[src/design/spc_defs.svh]
// Offsets, field positions, reset values and timing counts of the port.
`ifndef SPC_DEFS_SVH
`define SPC_DEFS_SVH
`define SPC_OFS_CTRL     8'h00
`define SPC_OFS_MODE     8'h04
`define SPC_OFS_STAT     8'h08
`define SPC_OFS_TXB      8'h0c
`define SPC_OFS_RXB      8'h10
`define SPC_OFS_PORT     8'h14
`define SPC_OFS_STOP     8'h18
`define SPC_OFS_REQ      8'h1c
`define SPC_B_TIE        0
`define SPC_B_RIE        1
`define SPC_B_TE         2
`define SPC_B_RE         3
`define SPC_B_TX_END_IRQ_ENABLE       4
`define SPC_B_SMART      0
`define SPC_B_SYNC       1
`define SPC_B_TX_BUFFER_EMPTY_FLAG       0
`define SPC_B_TX_END_FLAG       1
`define SPC_B_RX_FULL_FLAG       2
`define SPC_B_OVERRUN_ERROR_FLAG       3
`define SPC_B_FER        4
`define SPC_B_PER        5
`define SPC_B_ERS        6
`define SPC_B_PDATA      0
`define SPC_B_PDIR       1
`define SPC_STOP_RST     1'b1
`define SPC_RESP_OKAY    2'h0
`define SPC_RESP_SLVERR  2'h2
`define SPC_VEC_NONE     3'h0
`define SPC_VEC_RXERR    3'h1
`define SPC_VEC_RXFULL   3'h2
`define SPC_VEC_TXEMPTY  3'h3
`define SPC_VEC_TXEND    3'h4
`define SPC_FRAME_BITS   4'ha
`define SPC_BIT_CYCLES   5'h10
`endif

[src/design/spc_pkg.sv]
// Types shared by the serial port flag and request logic.
package spc_pkg;
  typedef enum logic {SPC_TX_IDLE, SPC_TX_SHIFT} spc_tx_e;
  typedef struct packed {
    logic tx_end_irq_enable;
    logic receive_enable_bit;
    logic transmit_enable_bit;
    logic rx_irq_enable;
    logic tx_empty_irq_enable;
  } spc_ctrl_s;
  typedef struct packed {
    logic clocked_sync;
    logic smart_card;
  } spc_mode_s;
  typedef struct packed {
    logic error_signal_received_flag;
    logic parity_error_flag;
    logic framing_error_flag;
    logic overrun_error_flag;
    logic rx_full_flag;
    logic tx_end_flag;
    logic tx_buffer_empty_flag;
  } spc_flags_s;
  typedef struct packed {
    logic rx_error_request;
    logic rx_full_request;
    logic tx_empty_request;
    logic tx_end_request;
  } spc_req_s;
  typedef struct packed {
    logic       valid;
    logic [7:0] data;
    logic       parity_err;
    logic       framing_err;
  } spc_rx_frame_s;
  typedef struct packed {
    spc_ctrl_s  c;
    spc_mode_s  m;
    spc_flags_s f;
    logic        stop;
    logic        port_data;
    logic        port_dir;
    spc_tx_e     tx_st;
    logic [7:0]  tx_buf;
    logic [7:0]  tx_hold;
    logic [9:0]  shift;
    logic [3:0]  bitcnt;
    logic [4:0]  timer;
    logic [7:0]  rx_buf;
    spc_req_s    req;
    logic [2:0]  vec;
    logic        txd_o;
    logic        txd_oe;
    logic        awready;
    logic        wready;
    logic        aw_full;
    logic        w_full;
    logic [7:0]  aw_addr;
    logic [7:0]  w_data;
    logic        w_strb0;
    logic        bvalid;
    logic [1:0]  bresp;
    logic        arready;
    logic        rvalid;
    logic [31:0] rdata;
    logic [1:0]  rresp;
  } spc_state_s;
endpackage

[src/design/spc_port.sv]
// Serial port request, status flag and DMA trigger logic with AXI4-Lite.
//
// The AXI4-Lite register port and the register addresses were chosen for this implementation.
`include "spc_defs.svh"
module spc_port
  import spc_pkg::*;
(
  input  wire logic          aclk,
  input  wire logic          aresetn,
  input  wire logic [7:0]    awaddr,
  input  wire logic          awvalid,
  output      logic          awready,
  input  wire logic [31:0]   wdata,
  input  wire logic [3:0]    wstrb,
  input  wire logic          wvalid,
  output      logic          wready,
  output      logic [1:0]    bresp,
  output      logic          bvalid,
  input  wire logic          bready,
  input  wire logic [7:0]    araddr,
  input  wire logic          arvalid,
  output      logic          arready,
  output      logic [31:0]   rdata,
  output      logic [1:0]    rresp,
  output      logic          rvalid,
  input  wire logic          rready,
  input  wire spc_rx_frame_s rx_frame,
  input  wire logic          card_error_signal,
  input  wire logic          dma_tx_wr,
  input  wire logic [7:0]    dma_tx_data,
  input  wire logic          dma_rx_ack,
  output      logic [7:0]    dma_rx_data,
  output      spc_req_s      irq,
  output      logic [2:0]    irq_vector,
  output      logic          dma_tx_req,
  output      logic          dma_rx_req,
  output      logic          txd_o,
  output      logic          txd_oe
);

  spc_state_s state_reg;
  spc_state_s state_next;
  logic       do_wr;
  logic       buf_wr;
  logic       err_any;
  logic       sync_err;

  ////////////////////////////////////////////////////////////////////////
  // Outputs come straight from the state register.
  assign awready     = state_reg.awready;
  assign wready      = state_reg.wready;
  assign bresp       = state_reg.bresp;
  assign bvalid      = state_reg.bvalid;
  assign arready     = state_reg.arready;
  assign rdata       = state_reg.rdata;
  assign rresp       = state_reg.rresp;
  assign rvalid      = state_reg.rvalid;
  assign dma_rx_data = state_reg.rx_buf;
  assign irq         = state_reg.req;
  assign irq_vector  = state_reg.vec;
  assign dma_tx_req  = state_reg.req.tx_empty_request;
  assign dma_rx_req  = state_reg.req.rx_full_request;
  assign txd_o       = state_reg.txd_o;
  assign txd_oe      = state_reg.txd_oe;

  ////////////////////////////////////////////////////////////////////////
  // Next state: bus access, DMA, transmitter, receiver, then requests.
  always_comb begin
    logic [7:0] wd;
    logic       hit;
    wd         = '0;
    hit        = 1'b0;
    state_next = state_reg;
    do_wr      = 1'b0;
    buf_wr     = 1'b0;
    err_any    = 1'b0;
    sync_err   = 1'b0;

    // Address and data channels are taken independently.
    if (state_reg.awready && awvalid) begin
      state_next.aw_full = 1'b1;
      state_next.aw_addr = awaddr;
    end
    if (state_reg.wready && wvalid) begin
      state_next.w_full  = 1'b1;
      state_next.w_data  = wdata[7:0];
      state_next.w_strb0 = wstrb[0];
    end
    if (state_reg.bvalid && bready) begin
      state_next.bvalid = 1'b0;
    end
    if (state_reg.rvalid && rready) begin
      state_next.rvalid = 1'b0;
    end

    // A write completes once both halves are held.
    if (state_reg.aw_full && state_reg.w_full && !state_reg.bvalid) begin
      state_next.aw_full = 1'b0;
      state_next.w_full  = 1'b0;
      state_next.bvalid  = 1'b1;
      state_next.bresp   = `SPC_RESP_OKAY;
      wd = state_reg.w_data;
      if (state_reg.aw_addr == `SPC_OFS_STOP) begin
        hit = 1'b1;
        if (state_reg.w_strb0) begin
          state_next.stop = wd[0];
        end
      end else if (!state_reg.stop) begin
        hit   = 1'b1;
        do_wr = state_reg.w_strb0;
        case (state_reg.aw_addr)
          `SPC_OFS_CTRL, `SPC_OFS_MODE, `SPC_OFS_STAT,
          `SPC_OFS_TXB, `SPC_OFS_RXB, `SPC_OFS_PORT,
          `SPC_OFS_REQ: hit = 1'b1;
          default: begin
            hit   = 1'b0;
            do_wr = 1'b0;
          end
        endcase
      end
      if (!hit) begin
        state_next.bresp = `SPC_RESP_SLVERR;
      end
    end

    // Register stores; status bits written 0 are cleared, the end flag with the empty bit.
    if (do_wr) begin
      case (state_reg.aw_addr)
        `SPC_OFS_CTRL: begin
          state_next.c.tx_empty_irq_enable = wd[`SPC_B_TIE];
          state_next.c.rx_irq_enable       = wd[`SPC_B_RIE];
          state_next.c.transmit_enable_bit = wd[`SPC_B_TE];
          state_next.c.receive_enable_bit  = wd[`SPC_B_RE];
          state_next.c.tx_end_irq_enable   = wd[`SPC_B_TX_END_IRQ_ENABLE];
        end
        `SPC_OFS_MODE: begin
          state_next.m.smart_card   = wd[`SPC_B_SMART];
          state_next.m.clocked_sync = wd[`SPC_B_SYNC];
        end
        `SPC_OFS_STAT: begin
          if (!wd[`SPC_B_TX_BUFFER_EMPTY_FLAG]) begin
            state_next.f.tx_buffer_empty_flag = 1'b0;
            state_next.f.tx_end_flag          = 1'b0;
          end
          if (!wd[`SPC_B_RX_FULL_FLAG]) begin
            state_next.f.rx_full_flag = 1'b0;
          end
          if (!wd[`SPC_B_OVERRUN_ERROR_FLAG]) begin
            state_next.f.overrun_error_flag = 1'b0;
          end
          if (!wd[`SPC_B_FER]) begin
            state_next.f.framing_error_flag = 1'b0;
          end
          if (!wd[`SPC_B_PER]) begin
            state_next.f.parity_error_flag = 1'b0;
          end
          if (!wd[`SPC_B_ERS]) begin
            state_next.f.error_signal_received_flag = 1'b0;
          end
        end
        `SPC_OFS_TXB: begin
          state_next.tx_buf = wd;
          buf_wr = 1'b1;
        end
        `SPC_OFS_PORT: begin
          state_next.port_data = wd[`SPC_B_PDATA];
          state_next.port_dir  = wd[`SPC_B_PDIR];
        end
        default: begin
        end
      endcase
    end

    // DMA transmit write clears the empty and end flags; a card-mode frame ending without a card error in the same cycle sets them again.
    if (dma_tx_wr && !state_reg.stop) begin
      state_next.tx_buf                 = dma_tx_data;
      state_next.f.tx_buffer_empty_flag = 1'b0;
      state_next.f.tx_end_flag          = 1'b0;
      buf_wr = 1'b1;
    end
    // DMA read of the receive buffer clears the full flag.
    if (dma_rx_ack && !state_reg.stop) begin
      state_next.f.rx_full_flag = 1'b0;
    end

    // Receive errors that hold off a synchronous transmission.
    sync_err = state_reg.m.clocked_sync &&
               (state_reg.f.overrun_error_flag ||
                state_reg.f.framing_error_flag ||
                state_reg.f.parity_error_flag);

    // Transmitter; a buffer write in the same cycle delays the load.
    case (state_reg.tx_st)
      SPC_TX_IDLE: begin
        if (state_reg.c.transmit_enable_bit &&
            !state_reg.f.tx_buffer_empty_flag && !buf_wr &&
            !sync_err) begin
          state_next.shift   = {1'b1, state_reg.tx_buf, 1'b0};
          state_next.tx_hold = state_reg.tx_buf;
          state_next.bitcnt  = `SPC_FRAME_BITS;
          state_next.timer   = `SPC_BIT_CYCLES;
          state_next.tx_st   = SPC_TX_SHIFT;
          state_next.f.tx_end_flag = 1'b0;
          if (!state_reg.m.smart_card) begin
            state_next.f.tx_buffer_empty_flag = 1'b1;
          end
        end
      end
      SPC_TX_SHIFT: begin
        state_next.timer = state_reg.timer - 5'h01;
        if (state_reg.timer == 5'h01) begin
          state_next.timer  = `SPC_BIT_CYCLES;
          state_next.shift  = {1'b1, state_reg.shift[9:1]};
          state_next.bitcnt = state_reg.bitcnt - 4'h1;
          if (state_reg.bitcnt == 4'h1) begin
            state_next.tx_st = SPC_TX_IDLE;
            if (!state_reg.m.smart_card) begin
              if (state_reg.f.tx_buffer_empty_flag && !buf_wr) begin
                state_next.f.tx_end_flag = 1'b1;
              end
            end else if (card_error_signal) begin
              // Resend the same byte; end flag stays low.
              state_next.f.error_signal_received_flag = 1'b1;
              state_next.shift  = {1'b1, state_reg.tx_hold, 1'b0};
              state_next.bitcnt = `SPC_FRAME_BITS;
              state_next.tx_st  = SPC_TX_SHIFT;
            end else begin
              state_next.f.tx_end_flag          = 1'b1;
              state_next.f.tx_buffer_empty_flag = 1'b1;
            end
          end
        end
      end
      default: state_next.tx_st = SPC_TX_IDLE;
    endcase

    // Transmit disable reinitialises the transmitter.
    if (!state_next.c.transmit_enable_bit) begin
      state_next.tx_st                  = SPC_TX_IDLE;
      state_next.shift                  = '1;
      state_next.f.tx_buffer_empty_flag = 1'b1;
      state_next.f.tx_end_flag          = 1'b1;
    end

    // Receiver; disabling it leaves the error flags alone.
    if (rx_frame.valid && state_reg.c.receive_enable_bit) begin
      if (state_reg.f.rx_full_flag) begin
        state_next.f.overrun_error_flag = 1'b1;
      end else begin
        state_next.rx_buf = rx_frame.data;
        if (rx_frame.parity_err) begin
          state_next.f.parity_error_flag = 1'b1;
        end
        if (rx_frame.framing_err && !state_reg.m.smart_card) begin
          state_next.f.framing_error_flag = 1'b1;
        end
        if (!rx_frame.parity_err &&
            (!rx_frame.framing_err || state_reg.m.smart_card)) begin
          state_next.f.rx_full_flag = 1'b1;
        end
      end
    end

    // Module stop holds the port reset, except the mode and port registers.
    if (state_next.stop) begin
      state_next.c      = '0;
      state_next.tx_st  = SPC_TX_IDLE;
      state_next.shift  = '1;
      state_next.tx_buf = '0;
      state_next.rx_buf = '0;
      state_next.f      = '0;
      state_next.f.tx_buffer_empty_flag = 1'b1;
      state_next.f.tx_end_flag          = 1'b1;
    end

    // Requests follow the flags and their enables; the end request stays off in card mode.
    if (state_next.m.smart_card) begin
      err_any = state_next.f.overrun_error_flag ||
                state_next.f.parity_error_flag ||
                state_next.f.error_signal_received_flag;
    end else begin
      err_any = state_next.f.overrun_error_flag ||
                state_next.f.parity_error_flag ||
                state_next.f.framing_error_flag;
    end
    state_next.req.rx_error_request =
      state_next.c.rx_irq_enable && err_any;
    state_next.req.rx_full_request =
      state_next.c.rx_irq_enable && state_next.f.rx_full_flag;
    state_next.req.tx_empty_request = state_next.c.tx_empty_irq_enable &&
      state_next.f.tx_buffer_empty_flag;
    state_next.req.tx_end_request = state_next.c.tx_end_irq_enable &&
      state_next.f.tx_end_flag && !state_next.m.smart_card;

    // Fixed priority choice of the request presented first.
    if (state_next.req.rx_error_request) begin
      state_next.vec = `SPC_VEC_RXERR;
    end else if (state_next.req.rx_full_request) begin
      state_next.vec = `SPC_VEC_RXFULL;
    end else if (state_next.req.tx_empty_request) begin
      state_next.vec = `SPC_VEC_TXEMPTY;
    end else if (state_next.req.tx_end_request) begin
      state_next.vec = `SPC_VEC_TXEND;
    end else begin
      state_next.vec = `SPC_VEC_NONE;
    end

    // Pin belongs to the port registers while transmit is off.
    if (state_next.c.transmit_enable_bit) begin
      state_next.txd_o  = state_next.shift[0];
      state_next.txd_oe = 1'b1;
    end else begin
      state_next.txd_o  = state_next.port_data;
      state_next.txd_oe = state_next.port_dir;
    end

    // Read channel answers the cycle after the address is taken.
    if (state_reg.arready && arvalid) begin
      state_next.rvalid = 1'b1;
      state_next.rdata  = '0;
      state_next.rresp  = `SPC_RESP_OKAY;
      if (araddr == `SPC_OFS_STOP) begin
        state_next.rdata[0] = state_reg.stop;
      end else if (state_reg.stop) begin
        state_next.rresp = `SPC_RESP_SLVERR;
      end else begin
        case (araddr)
          `SPC_OFS_CTRL: state_next.rdata[4:0] = state_reg.c;
          `SPC_OFS_MODE: state_next.rdata[1:0] = state_reg.m;
          `SPC_OFS_STAT: state_next.rdata[6:0] = state_reg.f;
          `SPC_OFS_TXB:  state_next.rdata[7:0] = state_reg.tx_buf;
          `SPC_OFS_RXB:  state_next.rdata[7:0] = state_reg.rx_buf;
          `SPC_OFS_PORT:
            state_next.rdata[1:0] = {state_reg.port_dir,
                                     state_reg.port_data};
          `SPC_OFS_REQ:
            state_next.rdata[6:0] = {state_reg.vec, state_reg.req};
          default: state_next.rresp = `SPC_RESP_SLVERR;
        endcase
      end
    end

    state_next.awready = !state_next.aw_full && !state_next.bvalid;
    state_next.wready  = !state_next.w_full && !state_next.bvalid;
    state_next.arready = !state_next.rvalid;
  end

  ////////////////////////////////////////////////////////////////////////
  // State register; reset leaves the port in module stop.
  always_ff @(posedge aclk) begin
    if (!aresetn) begin
      state_reg        <= '0;
      state_reg.stop   <= `SPC_STOP_RST;
      state_reg.tx_st  <= SPC_TX_IDLE;
      state_reg.shift  <= '1;
      state_reg.txd_o  <= 1'b0;
      state_reg.f.tx_buffer_empty_flag <= 1'b1;
      state_reg.f.tx_end_flag          <= 1'b1;
    end else begin
      state_reg <= state_next;
    end
  end
endmodule

[config.mk]
export PLATFORM = sky130hd
export DESIGN_NAME = spc_port
export DESIGN_NICKNAME = d
export VERILOG_FILES = /design/src/design/spc_pkg.sv /design/src/design/spc_port.sv
export VERILOG_INCLUDE_DIRS = /design/src /design/src/design
export SDC_FILE = /design/constraint.sdc
export NUM_CORES = 1
export LEC_CHECK = 0
export BUFFER_PORTS_ARGS = -buffer_cell sky130_fd_sc_hd__buf_2
export CORE_ASPECT_RATIO = 1.5
export CORE_MARGIN = 4
export CORE_UTILIZATION = 30
export DETAILED_ROUTE_END_ITERATION = 12
export SYNTH_ARGS = -nofsm -noshare
export SYNTH_HDL_FRONTEND = slang
export SYNTH_SLANG_ARGS = --single-unit
[constraint.sdc]
create_clock -name aclk -period 5.9 [get_ports aclk]
set_input_delay 0.59 -clock aclk [delete_from_list [all_inputs] [get_ports aclk]]
set_output_delay 0.59 -clock aclk [all_outputs]
set_load 0.01 [all_outputs]
==> flow_metrics.py <==
metrics = {
    "status": {
        "status": "finished, final reports clean",
    },
    "worst_setup_path": {
        "critical_path_class": "flop to flop",
        "crit_fanout": 23,
        "timing.rr.end": "irq_vector[2]",
        "reg2reg_from": "state_reg[55]",
        "crit_start": "state_reg[55]",
        "endpoint": "irq_vector[2]",
        "worst_ep_arrival_time_ns": 3.67,
        "r2r_slack_ns": 2.48,
        "r2r_cells": 6,
        "end_kind": "flop",
        "start_kind": "flop",
        "required_ns": 6.15,
    },
    "synthesis": {
        "syn_avg_cell_area_um2": 8.50,
        "synth_area_leaders": "dfxtp_1 (41%), buf_4 (7.6%), nand2_1 (7.6%)",
        "ys.warnings.count": 0,
        "syn-cell-area_um2": 5020,
        "async_flop_share_pct": 0,
        "synthCells": 591,
        "synth_edf_count": 0,
        "ys_types": 66,
        "synth_top_cell_area_share_pct": 41.5,
        "synth_flop_cell": "dfxtp_1",
        "synth_largest_area_cell": "dfxtp_1",
        "synth_seq_cells": 104,
        "yosysSeqAreaShare_pct": 41.5,
    },
    "floorplan": {
        "io_pins": 141,
        "fp.dieW_um": 114,
        "die_h_um": 166,
        "core_region_area_um2": 16300,
        "row_count": 57,
        "start_util_pct": 30.7,
        "die-area_um2": 18900,
    },
    "finish": {
        "layout.nets": 721,
        "multiInputGateArea_um2": 2480,
        "fin_cells": 847,
        "regArea_um2": 2080,
        "diodes": 0,
        "syn2layout_area_growth_pct": 13.1,
        "layout_commonest_cell": "dfxtp_1",
        "final_area_um2": 5680,
        "final_cell_mix": "dfxtp_1 (104), nand2_1 (102), buf_2 (87)",
        "fill_cells": 1697,
        "largest_reg_flops": 72,
        "drive_gt1_share_pct": 19.8,
    },
    "cts": {
        "tritoncts": "yes",
        "htreeDepth": 3,
        "ctsResizeCount": 0,
        "holdBufCountCts": 0,
        "cts.path.max_buffers": 2,
        "clkSinkCount": 104,
        "clock_latency_ns": 0.35,
        "cts_buffers": 9,
        "cts-root-buf": "clkbuf_16",
        "clk_pin_slew_worst_paths_ns": 0.07,
        "post-cts-setup-buffer-count": 0,
    },
    "global_route": {
        "grt_max_degree": 35,
        "grt_pass1_vias": 3906,
        "grt_usage_pct": 13.9,
        "grt_pass1_wl_mm": 20.7,
        "antenna_found_initial": 0,
        "grt_overflow": 0,
    },
    "placed_design": {
        "placed_area_um2": 5310,
        "dp_cells": 831,
        "port_buffers": 87,
        "routabilityCongestion": 0.870,
        "hpwl_mm": 10.2,
    },
    "timing": {
        "worst_slew_pin_slew_ns": 0.830,
        "tns_ns": 0,
        "relSlewSlack_pct": 44.5,
        "holdWs_ns": 0.451,
        "fmax_mhz": 292,
        "rsz0062_at_grt": "false",
        "period_minus_slack_ns": 3.42,
        "fin_skew_ns": 0.00862,
        "maxSlewViolCount": 0,
        "hold_violations": 0,
        "setup_violations": 0,
        "finalCritPeriodShare_pct": 58.0,
    },
    "flow_run": {
        "cap_viol_max_count": 0,
    },
    "power": {
        "p_total_w": 0.00152,
        "p_per_area_nw_per_um2": 268,
        "ir_drop_mv": 0.134,
        "p_leak_nw": 2.18,
    },
    "routing": {
        "routed_wl_mm": 13.4,
        "first_pass_iters": 5,
        "post_drt_wl_per_cell_um": 15.8,
        "ant_nets": 0,
        "viasPerCell": 4.91,
        "vias": 4158,
        "drc_errors": 0,
        "drt_iter0_markers": 182,
    },
    "worst_hold_path": {
        "whs_path_depth": 2,
        "hp-class": "flop to flop",
    },
}
[cells in the mapped netlist (6+ instances only)]
cell	instances
nor3_1	15
and2_1	9
nand2b_1	11
a2bb2oi_1	7
dfxtp_1	104
nand3_1	8
inv_1	13
nor2_1	50
a211o_1	7
nand2_1	102
buf_4	51
mux2_2	8
o21ai_0	18
a222oi_1	6
a21oi_1	48
mux2i_1	16
clkbuf_1	20
[through the flow]
step / setup WS [ns] / util, %
2_1_floorplan: 3.34 / -
3_3_place_gp: 2.55 / 32.5
3_5_place_dp: 2.50 / 32.5
4_1_cts: 2.49 / 34.8
5_1_grt: 2.11 / 34.8
6_report: 2.48 / 34.8
[cell families after synthesis]
group	synth area share [%]
AND/OR/NAND/NOR	23.4
AO/OA/AOI/OAI	16.3
flip-flops	41.5
buffers and inverters	11.0
multiplexers	6.55
adder cells (fa/ha/maj)	0.997
other	0.0747
XOR/XNOR	0.174
[metal layers]
layer  GRT usage [%]  wire, um  up-vias  part of all wire [%]
met1            17.4      5850     1920                    44
met4            7.11       461        0                   3.4
met3            2.21       662       24                   4.9
met5               0         0        -                     0
met2            22.8      6410      123                    48
li1                -         -     2091                     -
[worst min-delay path by stage]
stage	to	startpoint
2_1_floorplan	state_reg[95]	state_reg[95]
3_3_place_gp	state_reg[95]	state_reg[95]
3_5_place_dp	state_reg[95]	state_reg[95]
4_1_cts	state_reg[95]	state_reg[95]
5_1_grt	state_reg[95]	state_reg[95]
6_report	state_reg[49]	state_reg[49]
[power by group]
group          leakage, nW  switching (W)  internal (W)  total (W)
clock                0.176       0.000267      0.000458   0.000725
combinational         1.17      0.0000483     0.0000269  0.0000751
sequential           0.841     0.00000794      0.000711   0.000719
[worst max-delay path: stages, from the launching register on]
cell and delay, ns:
dfxtp_1 0.31, or3_1 0.57, nor4_1 0.41, mux2i_1 0.57, nand2_1 0.64, or3b_1 0.59
a2111oi_2 0.22
[cell type report]
cell class / count / share of cell area, %
Sequential cell: 104 / 36.7
Multi-Input combinational cell: 420 / 43.7
Tap cell: 206 / 4.54
Inverter: 13 / 0.859
Clock inverter: 7 / 2.49
Clock buffer: 9 / 3.97
Timing Repair Buffer: 88 / 7.80
(Power assumes the default switching activity.)
